$ cat config.mk
export PLATFORM = sky130hd
export DESIGN_NAME = cmc_requester
export DESIGN_NICKNAME = d
export VERILOG_FILES = /design/src/inc/cmc_pkg.sv /design/src/design/cmc_requester.sv /design/src/design/cmc_settle.sv
export VERILOG_INCLUDE_DIRS = /design/src /design/src/inc
export SDC_FILE = /design/constraint.sdc
export NUM_CORES = 1
export LEC_CHECK = 0
export BUFFER_PORTS_ARGS = -buffer_cell sky130_fd_sc_hd__buf_2
export CAP_MARGIN = 20
export CORE_MARGIN = 2
export CORE_UTILIZATION = 40
export DETAILED_ROUTE_END_ITERATION = 16
export SLEW_MARGIN = 40
export SYNTH_ARGS = -nofsm -noshare
export SYNTH_HDL_FRONTEND = slang
export SYNTH_SLANG_ARGS = --single-unit
$ cat constraint.sdc
create_clock -name clk -period 2.5 [get_ports clk]
set_input_delay 0.125 -clock clk [delete_from_list [all_inputs] [get_ports clk]]
set_output_delay 0.125 -clock clk [all_outputs]
set_load 0.05 [all_outputs]
$ cat src/inc/cmc_map.svh
// memory bus requester offsets, fields, reset values and timing counts
`ifndef CMC_MAP_SVH
`define CMC_MAP_SVH

`define CMC_CLK_NS          4
`define CMC_SETTLE_NS       50
`define CMC_SETTLE_CYC      ((`CMC_SETTLE_NS + `CMC_CLK_NS - 1) / `CMC_CLK_NS)
`define CMC_TIMEOUT_CYC     16'hffff

`define CMC_REG_CTRL        4'h0
`define CMC_REG_ADDR        4'h1
`define CMC_REG_WDATA       4'h2
`define CMC_REG_RDATA       4'h3
`define CMC_REG_STATUS      4'h4

`define CMC_CTRL_START      0
`define CMC_CTRL_MODE_LO    1
`define CMC_CTRL_MODE_HI    2
`define CMC_CTRL_MODWR      3

`define CMC_ST_BUSY         0
`define CMC_ST_DONE         1
`define CMC_ST_PAUSE        2
`define CMC_ST_TIMEOUT      3
`define CMC_ST_RPAR         4

`define CMC_WORD_W          18
`define CMC_ADDR_W          17
`define CMC_RESET_WORD      18'h00000

`endif

$ cat src/inc/cmc_pkg.sv
// types for the core memory bus requester
package cmc_pkg;
    typedef enum logic [1:0] {
        CMC_RESTORE = 2'h1,
        CMC_CLRWR   = 2'h2,
        CMC_RPW     = 2'h3
    } cmc_mode_type;

    typedef struct packed {
        logic        request;
        logic        readSelect;
        logic        writeSelect;
        logic        dataTaken;
        logic        releaseLevel;
    } cmc_ctl_type;

    typedef struct packed {
        logic        addrAck;
        logic        busOccupied;
        logic        readValid;
        logic        releaseAck;
    } cmc_sts_type;
endpackage

$ cat src/design/cmc_requester.sv
// requester end of the core memory bus: drives cycles ordered through registers
`timescale 1ns/1ps
`include "cmc_map.svh"
module cmc_requester (
    input  wire logic                    clk,
    input  wire logic                    resetn,
    // software port
    input  wire logic [3:0]              regAddr,
    input  wire logic [31:0]             regWdata,
    input  wire logic                    regWrite,
    input  wire logic                    regRead,
    output logic      [31:0]             regRdata,
    // memory bus, electrical levels (low = asserted, except dataLinesOe and parityOe, which enable when high)
    output logic                         requestN,
    output logic                         readSelectN,
    output logic                         writeSelectN,
    output logic                         dataTakenN,
    output logic                         releaseLevelN,
    input  wire logic                    addrAckN,
    input  wire logic                    busOccupiedN,
    input  wire logic                    readValidN,
    input  wire logic                    releaseAckN,
    input  wire logic [`CMC_WORD_W-1:0]  dataLinesIn,
    output logic      [`CMC_WORD_W-1:0]  dataLinesOut,
    output logic                         dataLinesOe,
    input  wire logic                    parityIn,
    output logic                         parityOut,
    output logic                         parityOe
);
    typedef enum logic [8:0] {
        S_IDLE   = 9'h001,
        S_ADDR   = 9'h002,
        S_REQ    = 9'h004,
        S_DROP   = 9'h008,
        S_WDATA  = 9'h010,
        S_RDWAIT = 9'h020,
        S_PAUSE  = 9'h040,
        S_REL    = 9'h080,
        S_END    = 9'h100
    } cmc_state_type;

    cmc_state_type          state_q, state_d;
    cmc_pkg::cmc_mode_type  mode_q, mode_d;
    cmc_pkg::cmc_ctl_type   ctl_q, ctl_d;
    cmc_pkg::cmc_sts_type   sts;
    logic [`CMC_ADDR_W-1:0] addr_q, addr_d;
    logic [`CMC_WORD_W-1:0] wdata_q, wdata_d;
    logic [`CMC_WORD_W-1:0] rdata_q, rdata_d;
    logic [`CMC_WORD_W-1:0] drive_q, drive_d;
    logic                   driveOe_q, driveOe_d;
    logic                   wpar_q, wpar_d;
    logic                   rpar_q, rpar_d;
    logic                   done_q, done_d;
    logic                   pause_q, pause_d;
    logic                   tout_q, tout_d;
    logic                   modWr_q, modWr_d;
    logic [15:0]            wait_q, wait_d;
    logic [31:0]            rd_q, rd_d;
    logic                   settleStart;
    logic                   settleDone;

    // translate pin levels to asserted sense
    assign sts.addrAck     = !addrAckN;
    assign sts.busOccupied = !busOccupiedN;
    assign sts.readValid   = !readValidN;
    assign sts.releaseAck  = !releaseAckN;

    function automatic logic selectsRead(input cmc_pkg::cmc_mode_type m);
        return (m == cmc_pkg::CMC_RESTORE) || (m == cmc_pkg::CMC_RPW);
    endfunction

    cmc_settle u_settle (
        .clk    (clk),
        .resetn (resetn),
        .start  (settleStart),
        .done   (settleDone)
    );

    logic startCmd;
    assign startCmd = regWrite && (regAddr == `CMC_REG_CTRL) && regWdata[`CMC_CTRL_START];

    always_comb begin
        state_d     = state_q;
        mode_d      = mode_q;
        ctl_d       = ctl_q;
        addr_d      = addr_q;
        wdata_d     = wdata_q;
        rdata_d     = rdata_q;
        drive_d     = drive_q;
        driveOe_d   = driveOe_q;
        wpar_d      = wpar_q;
        rpar_d      = rpar_q;
        done_d      = done_q;
        pause_d     = pause_q;
        tout_d      = tout_q;
        modWr_d     = modWr_q;
        wait_d      = (state_q == S_IDLE) ? 16'h0000 : wait_q + 16'h0001;
        settleStart = 1'b0;
        if (regWrite && regAddr == `CMC_REG_ADDR) begin
            addr_d = regWdata[`CMC_ADDR_W-1:0];
        end
        if (regWrite && regAddr == `CMC_REG_WDATA) begin
            wdata_d = regWdata[`CMC_WORD_W-1:0];
            wpar_d  = regWdata[`CMC_WORD_W];
        end
        if (regWrite && regAddr == `CMC_REG_CTRL && regWdata[`CMC_CTRL_MODWR]) begin
            modWr_d = 1'b1;
        end
        unique case (state_q)
            S_IDLE: begin
                if (startCmd && regWdata[`CMC_CTRL_MODE_HI:`CMC_CTRL_MODE_LO] != 2'h0) begin
                    mode_d    = cmc_pkg::cmc_mode_type'(
                        regWdata[`CMC_CTRL_MODE_HI:`CMC_CTRL_MODE_LO]);
                    done_d    = 1'b0;
                    pause_d   = 1'b0;
                    tout_d    = 1'b0;
                    modWr_d   = 1'b0;
                    state_d   = S_ADDR;
                end
            end
            S_ADDR: begin
                // wait for the bus to be free, then put address and selects
                if (!sts.busOccupied) begin
                    drive_d           = {1'b0, addr_q};
                    driveOe_d         = 1'b1;
                    ctl_d.readSelect  = mode_q[0];
                    ctl_d.writeSelect = mode_q[1];
                    settleStart       = 1'b1;
                    state_d           = S_REQ;
                end
            end
            S_REQ: begin
                if (settleDone) begin
                    ctl_d.request = 1'b1;
                end
                if (ctl_q.request && sts.addrAck) begin
                    ctl_d.request = 1'b0;
                    driveOe_d     = 1'b0;
                    state_d       = S_DROP;
                end
            end
            S_DROP: begin
                if (!sts.addrAck) begin
                    if (mode_q == cmc_pkg::CMC_CLRWR) begin
                        drive_d     = wdata_q;
                        driveOe_d   = 1'b1;
                        settleStart = 1'b1;
                        state_d     = S_WDATA;
                    end else begin
                        state_d = S_RDWAIT;
                    end
                end
            end
            S_WDATA: begin
                if (settleDone) begin
                    ctl_d.releaseLevel = 1'b1;
                    state_d            = S_REL;
                end
            end
            S_RDWAIT: begin
                // sample only on the data-valid strobe
                if (sts.readValid) begin
                    // ground level reads as one, same sense as the write path
                    rdata_d         = ~dataLinesIn;
                    rpar_d          = !parityIn;
                    ctl_d.dataTaken = 1'b1;
                    if (selectsRead(mode_q) && mode_q != cmc_pkg::CMC_RPW) begin
                        ctl_d.releaseLevel = 1'b1;
                        state_d            = S_REL;
                    end else begin
                        pause_d = 1'b1;
                        state_d = S_PAUSE;
                    end
                end
            end
            S_PAUSE: begin
                if (modWr_q) begin
                    drive_d     = wdata_q;
                    driveOe_d   = 1'b1;
                    ctl_d.dataTaken = 1'b0;
                    // a ready write landing in this very cycle wins over the clear
                    modWr_d     = regWrite && (regAddr == `CMC_REG_CTRL)
                                  && regWdata[`CMC_CTRL_MODWR];
                    settleStart = 1'b1;
                end
                if (driveOe_q && settleDone) begin
                    ctl_d.releaseLevel = 1'b1;
                    pause_d            = 1'b0;
                    state_d            = S_REL;
                end
            end
            S_REL: begin
                if (sts.releaseAck) begin
                    ctl_d.releaseLevel = 1'b0;
                    ctl_d.dataTaken    = 1'b0;
                    state_d            = S_END;
                end
            end
            S_END: begin
                if (!sts.releaseAck) begin
                    driveOe_d         = 1'b0;
                    ctl_d.readSelect  = 1'b0;
                    ctl_d.writeSelect = 1'b0;
                    done_d            = 1'b1;
                    state_d           = S_IDLE;
                end
            end
            default: state_d = S_IDLE;
        endcase
        if (state_q != S_IDLE && state_q != S_PAUSE && wait_q == `CMC_TIMEOUT_CYC) begin
            ctl_d     = '0;
            driveOe_d = 1'b0;
            tout_d    = 1'b1;
            state_d   = S_IDLE;
        end
        rd_d = 32'h00000000;
        if (regRead) begin
            unique case (regAddr)
                `CMC_REG_ADDR:   rd_d = {15'h0000, addr_q};
                `CMC_REG_WDATA:  rd_d = {13'h0000, wpar_q, wdata_q};
                `CMC_REG_RDATA:  rd_d = {14'h0000, rdata_q};
                `CMC_REG_CTRL:   rd_d = {29'h00000000, mode_q, 1'b0};
                `CMC_REG_STATUS: rd_d = {27'h0000000, rpar_q, tout_q, pause_q, done_q,
                                         state_q != S_IDLE};
                default:         rd_d = 32'h00000000;
            endcase
        end
    end

    always_ff @(posedge clk) begin
        if (!resetn) begin
            state_q   <= S_IDLE;
            mode_q    <= cmc_pkg::CMC_RESTORE;
            ctl_q     <= '0;
            addr_q    <= 17'h00000;
            wdata_q   <= `CMC_RESET_WORD;
            rdata_q   <= `CMC_RESET_WORD;
            drive_q   <= `CMC_RESET_WORD;
            driveOe_q <= 1'b0;
            wpar_q    <= 1'b0;
            rpar_q    <= 1'b0;
            done_q    <= 1'b0;
            pause_q   <= 1'b0;
            tout_q    <= 1'b0;
            modWr_q   <= 1'b0;
            wait_q    <= 16'h0000;
            rd_q      <= 32'h00000000;
        end else begin
            state_q   <= state_d;
            mode_q    <= mode_d;
            ctl_q     <= ctl_d;
            addr_q    <= addr_d;
            wdata_q   <= wdata_d;
            rdata_q   <= rdata_d;
            drive_q   <= drive_d;
            driveOe_q <= driveOe_d;
            wpar_q    <= wpar_d;
            rpar_q    <= rpar_d;
            done_q    <= done_d;
            pause_q   <= pause_d;
            tout_q    <= tout_d;
            modWr_q   <= modWr_d;
            wait_q    <= wait_d;
            rd_q      <= rd_d;
        end
    end

    // active-low pins except the two high-true output enables; data one drives ground
    assign requestN      = !ctl_q.request;
    assign readSelectN   = !ctl_q.readSelect;
    assign writeSelectN  = !ctl_q.writeSelect;
    assign dataTakenN    = !ctl_q.dataTaken;
    assign releaseLevelN = !ctl_q.releaseLevel;
    assign dataLinesOut  = ~drive_q;
    assign dataLinesOe   = driveOe_q;
    assign parityOut     = !wpar_q;
    assign parityOe      = driveOe_q && (state_q != S_REQ);
    assign regRdata      = rd_q;
endmodule // cmc_requester

$ cat src/design/cmc_settle.sv
// settling counter: reports done after a fixed number of cycles
`timescale 1ns/1ps
`include "cmc_map.svh"
module cmc_settle (
    input  wire logic clk,
    input  wire logic resetn,
    input  wire logic start,
    output logic      done
);
    logic [7:0] count_q;
    logic [7:0] count_d;
    logic       run_q;
    logic       run_d;

    always_comb begin
        count_d = count_q;
        run_d   = run_q;
        if (start) begin
            count_d = 8'h00;
            run_d   = 1'b1;
        end else if (run_q) begin
            count_d = count_q + 8'h01;
        end
    end

    always_ff @(posedge clk) begin
        if (!resetn) begin
            count_q <= 8'h00;
            run_q   <= 1'b0;
        end else begin
            count_q <= count_d;
            run_q   <= run_d;
        end
    end

    assign done = run_q && !start && (count_q >= 8'(`CMC_SETTLE_CYC - 1));
endmodule // cmc_settle

==> reports/metrics.yaml, run 1 <==
place:
  portBuffers: 94
  dp_cells: 1022
  detailedPlacementHpwl_um: 12050
  globalplace.congestion: 0.8335
  placement.setup.worst_slack_ps: 24.33
route:
  drt_pass1_iterations: 5
  post-route-drc-count: 0
  route.vias.total: 5798
  met1Wirelength_um: 7631
  drc_violation_total_after_the_first_tritonroute_iteration: 324
  wire_per_inst_um: 15.87
  antenna_left: 0
  route.final.wire_length_um: 17350
  wl_met3_um: 994
  maxUsedRoutingLayer: "met4"
  routed_via_density: 5.305
  dr_wl_met2_um: 8189
logic_synthesis:
  netlist.area_leader.share_pct: 45.86
  synth_commonest_cells: "sky130_fd_sc_hd__dfxtp_1 (138), sky130_fd_sc_hd__nor2_1 (115), sky130_fd_sc_hd__nand2_1 (109), sky130_fd_sc_hd__a21oi_1 (67), sky130_fd_sc_hd__clkbuf_1 (35)"
  synth-edff-count: 0
  netlist-cell-type-count: 61
  asyncSetResetFlopFracSynth_pct: 0
  synth.avg_cell_area_um2: 8.087
  synth_area_leader_cell: "sky130_fd_sc_hd__dfxtp_1"
  synth_warnings: 0
  yosysMostFrequentCell: "sky130_fd_sc_hd__dfxtp_1"
  synth.cell_area_um2: 6025
  netlist_instances: 745
  post_synth_main_area_contributors: "sky130_fd_sc_hd__dfxtp_1 (46%), sky130_fd_sc_hd__nor2_1 (7.2%), sky130_fd_sc_hd__nand2_1 (6.8%)"
  synth-seq-cells: 138
  synth_seq_area_share_pct: 45.86
  ys_dominant_reg_cell: "sky130_fd_sc_hd__dfxtp_1"
finish:
  fillerInstances: 1358
  drive_gt1_share_pct: 20.68
  num_antenna_cells: 0
  syn_to_final_growth_pct: 31.24
  nNetsFinal: 962
  utilization_pct: 53.99
  stdcell_count: 1093
cts:
  cts.repair_timing.setup_buffer_count: 0
  numCtsBuffers: 17
  clock_tree.root_cell: "sky130_fd_sc_hd__clkbuf_16"
  worst_skew_pair.late_latency_ps: 430
  htreeDepth: 4
  clkSlewWorstSetupHoldPaths_ps: 50
  sinks_on_the_clock_net: 138
  tritoncts: "built"
  cts_buffer_depth: 2
floorplan:
  row_count: 44
  start_util_pct: 41.14
  core_um2: 14640
  die_y_um: 126.7
  io-pin-count: 121
  die_w_um: 126.7
  die_area_um2: 16060
global_route:
  globalRouteOverflowTotal: 0
  grt_first_pass_wirelength_um: 28390
  gr-usage-all-layers_pct: 22.25
  number_of_global_route_vias_before_repair: 5657
  grt_antenna_before_repair: 0
  grt_max_degree: 40
critical_path:
  end_kind: "register"
  critical_path_required_ps: 2800
  cell_repeated_most_along_the_worst_path: "sky130_fd_sc_hd__or4_4"
  criticalPathCategory: "register to register"
  crit_path_top_delay_cell: "sky130_fd_sc_hd__or4_4"
  worstPathMaxFanout: 6
  timing.critical_path.max_delay_family: "simple AND/OR/NAND/NOR gates"
  crit_buf_inv: 0
  arrival_ps: 2710
  timing.critical_path.from_type: "register"
  worstPathCellList: "or4_4 > or4_4 > o211a_2 > o311a_4 > a311o_1"
  critical_path.max_stage_delay_ps: 590
timing:
  finalClockSkew_ps: 19.93
  final-max-slew-violation-count: 0
  finalCriticalPeriod_ps: 2417
  max_freq_mhz: 413.7
  period_share_pct: 96.68
  slew_headroom_pct: 58.16
  sum_neg_setup_slack_ps: 0
  setup_repair_after_global_routing_missed_its_margin: "false"
  final_critical_path_setup_slack_ps: 82.94
  number_of_hold_slack_violations_in_the_final_timing_report: 0
  setup_viol: 0
  worst_pin_slew_ps: 626.7
worst_hold_path:
  worstHoldPathType: "primary input to register"
run_status:
  status: "finished clean"
power:
  ir_drop_v: 0.0004880
  leakagePower_nw: 2.890
  finalPower_mw: 5.356
  power-per-cell-area_nw_per_um2: 677.5
job:
  drv.max_cap_violation_count: 0
==> worst paths after layout <==
kind / startpoint / slack, ps / depth (start not counted) / to
max: state_q[4] / 80 / 5 / state_q[0]
min: readValidN / 40 / 3 / state_q[5]
max reg2reg: state_q[4] / 80 / 5 / state_q[0]
min reg2reg: wpar_q / 460 / 2 / wpar_q
==> stage by stage <==
| step | hold slack [ps] | area (um2) |
|---|---|---|
| 6_report | 41.48 | 7906 |
| 4_1_cts | 24.77 | 7878 |
| 3_3_place_gp | 304.5 | 6887 |
| 3_5_place_dp | 309.0 | 6887 |
| 2_1_floorplan | 196.8 | 6070 |
| 5_1_grt | 45.38 | 7906 |
==> per-layer routing <==
layer | GRT usage [%] | vias to the layer above
li1 | - | 2826
met1 | 27.45 | 2735
met2 | 36.88 | 191
met3 | 5.567 | 46
met4 | 9.955 | 0
met5 | 0 | -
==> power breakdown <==
group          internal [mW]  leakage (nW)  total, mW  switching [mW]
clock                   1.57         0.292       2.51           0.940
sequential              2.23          1.11       2.25          0.0225
combinational          0.228          1.49      0.590           0.362
==> flip-flops by register name (all words and copies together), names as in the netlist, 2 cells and up <==
name,cells
rdata_q,18
wdata_q,18
u_settle.count_q,8
drive_q,18
wait_q,16
addr_q,17
state_q,9
mode_q,2
ctl_q,5
regRdata,19
==> layout by cell type, fill, tap and decap left out, types with 6 or more instances in the layout <==
| cell | count |
|---|---|
| sky130_fd_sc_hd__xnor2_1 | 8 |
| sky130_fd_sc_hd__buf_2 | 94 |
| sky130_fd_sc_hd__o21ai_0 | 28 |
| sky130_fd_sc_hd__dfxtp_1 | 138 |
| sky130_fd_sc_hd__buf_4 | 38 |
| sky130_fd_sc_hd__nand3_1 | 14 |
| sky130_fd_sc_hd__a311oi_1 | 17 |
| sky130_fd_sc_hd__nor3_1 | 11 |
| sky130_fd_sc_hd__or3_1 | 6 |
| sky130_fd_sc_hd__inv_1 | 33 |
| sky130_fd_sc_hd__a211oi_1 | 22 |
| sky130_fd_sc_hd__mux2i_1 | 19 |
| sky130_fd_sc_hd__nand3b_1 | 6 |
| sky130_fd_sc_hd__conb_1 | 13 |
| sky130_fd_sc_hd__nor2_1 | 114 |
| sky130_fd_sc_hd__nand2_1 | 109 |
| sky130_fd_sc_hd__dlygate4sd3_1 | 39 |
| sky130_fd_sc_hd__nor2b_1 | 7 |
| sky130_fd_sc_hd__a21oi_1 | 67 |
| sky130_fd_sc_hd__xor2_1 | 11 |
| sky130_fd_sc_hd__clkbuf_16 | 17 |
==> cell type report <==
class | count | area, um2 | share of cell area, %
Clock inverter | 10 | 116.4 | 1.472
Clock buffer | 22 | 484.2 | 6.124
Timing Repair Buffer | 176 | 1246 | 15.76
Sequential cell | 138 | 2763 | 34.94
Tap cell | 184 | 230.2 | 2.912
Multi-Input combinational cell | 528 | 2935 | 37.13
Inverter | 35 | 131.4 | 1.662
==> cell families after synthesis <==
logic type	count (synthesis)	synth area share (%)
AO/OA/AOI/OAI	165	17.24
XOR/XNOR	19	2.762
adder cells (fa/ha/maj)	3	0.6231
buffers and inverters	91	6.916
flip-flops	138	45.86
multiplexers	20	3.531
other	1	0.06225
AND/OR/NAND/NOR	308	23.01
==> repair_timing <==
action | in CTS | in global routing
gates resized for setup | 0 | 4
hold buffers | 39 | 0
hold endpoints to repair | 57 | 0
setup endpoints to repair | 0 | 8
==> worst reg2reg max path, delay by kind of cell (launching register included) <==
kind / cells / cell delay, ps
simple gates: 2 / 1150
compound gates: 3 / 850
flops: 1 / 310
Power figures use the tool's default switching activity.
==> inputs of run 2 (changes only) <==
--- a/config.mk
+++ b/config.mk
@@ -8,7 +8,7 @@
 export LEC_CHECK = 0
 export BUFFER_PORTS_ARGS = -buffer_cell sky130_fd_sc_hd__buf_2
 export CAP_MARGIN = 20
-export CORE_MARGIN = 2
+export CORE_MARGIN = 1
 export CORE_UTILIZATION = 40
 export DETAILED_ROUTE_END_ITERATION = 16
 export SLEW_MARGIN = 40
==> run 2 against run 1 <==
Net effect: combinational power is 1% lower; die area is 3.1% lower; critical endpoint unchanged; first-iteration DRC count is 29% higher; global-route usage is 0.55 points higher; clock-buffer cell count is 1 higher; clock power is 3% higher; maximum frequency is 1.2% higher; final cell count is 0.37% lower; utilization hardly changed; hold slack worse by 31 ps; design area is 0.36% lower; critical path depth is 1 higher.
==> reports/metrics.yaml, run 2 (same netlist as run 1, synthesis figures left out) <==
run_status:
  status: "finished clean"
power:
  power-per-cell-area_nw_per_um2: 689.0  # +1.7%
  leakagePower_nw: 2.877  # -0.46%
  ir_drop_v: 0.0005472  # +12%
critical_path:
  criticalPathCategory: "register to register"
  setup.worst_path.start: "state_q[3]"
  worstPathMaxFanout: 5  # -1
  crit_path_top_delay_cell: "sky130_fd_sc_hd__or4_1"
  critical_path_required_ps: 2800  # about the same
  r2r_setup_slk_ps: 110  # +30 ps
  critical_path.max_stage_delay_ps: 560  # -30 ps
  timing.critical_path.from_type: "register"
  end_kind: "register"
  arrival_ps: 2690  # -20 ps
  critical_path.reg2reg.startpoint: "state_q[3]"
  worstPathCellList: "buf_4 > or4_1 > or3_2 > a41o_2 > o311a_4 > a311o_1"
finish:
  final_design_area_no_fill_um2: 7878  # -0.36%
  num_antenna_cells: 0  # unchanged
  register_area_um2: 2763  # unchanged
  utilization_pct: 54.00  # about the same
  nNetsFinal: 958  # -0.42%
  layout_commonest_cell: "sky130_fd_sc_hd__dfxtp_1"
  syn_to_final_growth_pct: 30.76
  fillerInstances: 1343  # -1.1%
  drive_gt1_share_pct: 20.33  # -0.35 points
  stdcell_count: 1089  # -0.37%
  layout.cells.most_common_list: "sky130_fd_sc_hd__dfxtp_1 (138), sky130_fd_sc_hd__nor2_1 (114), sky130_fd_sc_hd__nand2_1 (109)"
  multi_input_comb_area_um2: 2937  # about the same
  largest_register_ff_count: 19  # unchanged
route:
  route.final.wire_length_um: 17430  # +0.45%
  post-route-drc-count: 0  # unchanged
  drt_pass1_iterations: 5  # unchanged
  routed_via_density: 5.330  # +0.47%
  wire_per_inst_um: 16.00  # +0.82%
  antenna_left: 0  # unchanged
  route.vias.total: 5804  # +0.10%
  drc_violation_total_after_the_first_tritonroute_iteration: 417  # +29%
worst_hold_path:
  hold_start: "regWdata[1]"
  worstHoldPathType: "primary input to register"
place:
  globalplace.congestion: 0.8353  # +0.22%
  detailed_place.area_um2: 6844  # -0.62%
  detailedPlacementHpwl_um: 12050  # about the same
  dp_cells: 1018  # -0.39%
  portBuffers: 94  # unchanged
cts:
  numCtsBuffers: 17  # unchanged
  clock_tree.root_cell: "sky130_fd_sc_hd__clkbuf_16"
  sinks_on_the_clock_net: 138  # unchanged
  htreeDepth: 4  # unchanged
  cts_buffer_depth: 2  # unchanged
  worst_skew_pair.late_latency_ps: 420  # about the same
  tritoncts: "built"
  clkSlewWorstSetupHoldPaths_ps: 60  # about the same
floorplan:
  start_util_pct: 41.30  # +0.16 points
  die_area_um2: 15560  # -3.1%
  die_w_um: 124.7  # -1.6%
  die_y_um: 124.7  # -1.6%
  row_count: 44  # unchanged
  io-pin-count: 121  # unchanged
  core_um2: 14590  # -0.38%
global_route:
  gr-usage-met3_pct: 5.326  # -0.24 points
  number_of_global_route_vias_before_repair: 5629  # -0.49%
  grt_antenna_before_repair: 0  # unchanged
  gr-usage-all-layers_pct: 22.80  # +0.55 points
  grt-busiest-layer: "met2"
  grt_max_degree: 40  # unchanged
  use_met1_pct: 27.49  # +0.038 points
  grt_first_pass_wirelength_um: 28340  # -0.19%
  gr-usage-met2_pct: 39.23  # +2.3 points
  globalRouteOverflowTotal: 0  # unchanged
timing:
  setup_repair_after_global_routing_missed_its_margin: "false"
  finalCriticalPeriod_ps: 2389  # -27.84 ps
  max_freq_mhz: 418.5  # +1.2%
  sum_neg_setup_slack_ps: 0  # unchanged
  final-max-slew-violation-count: 0  # unchanged
  slew_headroom_pct: 43.39  # -15 points
  fin_hold_ws_ps: 10.28  # -31.19 ps
  period_share_pct: 95.57  # -1.1 points
  setup_viol: 0  # unchanged
  number_of_hold_slack_violations_in_the_final_timing_report: 0  # unchanged
  worst_pin_slew_ps: 846.6  # +219.9 ps
  finalClockSkew_ps: 7.732  # -12.19 ps
job:
  drv.max_cap_violation_count: 0  # unchanged
==> run 2: worst paths after layout <==
path                                    to  cells after the start
worst max-delay path            state_q[0]                      6
worst min-delay path             addr_q[1]                      3
worst max register to register  state_q[0]                      6
worst min register to register   wait_q[0]                      1
==> run 2: repair_timing <==
action,in CTS,in global routing
setup endpoints to repair,1,4
resized for setup,1,3
hold buffers,38,0
pin swaps,0,1
setup buffers,0,1
hold endpoints to repair,55,0
gates cloned,0,0
==> run 2: cell type report <==
type | instances | share of cell area, %
Clock inverter | 9 | 1.747
Inverter | 35 | 1.668
Multi-Input combinational cell | 528 | 37.28
Timing Repair Buffer | 172 | 15.25
Tap cell | 184 | 2.922
Sequential cell | 138 | 35.07
Clock buffer | 23 | 6.067
==> run 2: worst max-delay path, delay by kind of cell, from the launching register on <==
family                 cells  cell delay [ps]
AND/OR/NAND/NOR            2             1060
AO/OA/AOI/OAI              3              770
flip-flops                 1              310
buffers and inverters      1              140
==> run 2: metal layers <==
metal | vias to the layer above | share of wire (%) | wire length [um]
met3 | 30 | 5.2 | 910
met2 | 183 | 49 | 8610
met5 | - | 0 | 0
met1 | 2760 | 43 | 7529
met4 | 0 | 2.2 | 376
li1 | 2831 | - | -
==> run 2: report_power, final <==
group / leakage [nW] / total (mW) / internal, mW / switching [mW]
logic: 1.47 / 0.583 / 0.219 / 0.364
registers: 1.11 / 2.25 / 2.23 / 0.0226
clock network: 0.298 / 2.59 / 1.65 / 0.936
==> run 2: metrics by stage <==
stage	setup slack [ps]	power, mW
CTS	19.08	5.458
global placement	7.437	2.826
finish	110.8	5.428
global route	11.63	5.616
detailed placement	18.82	2.830
floorplan	22.87	2.619
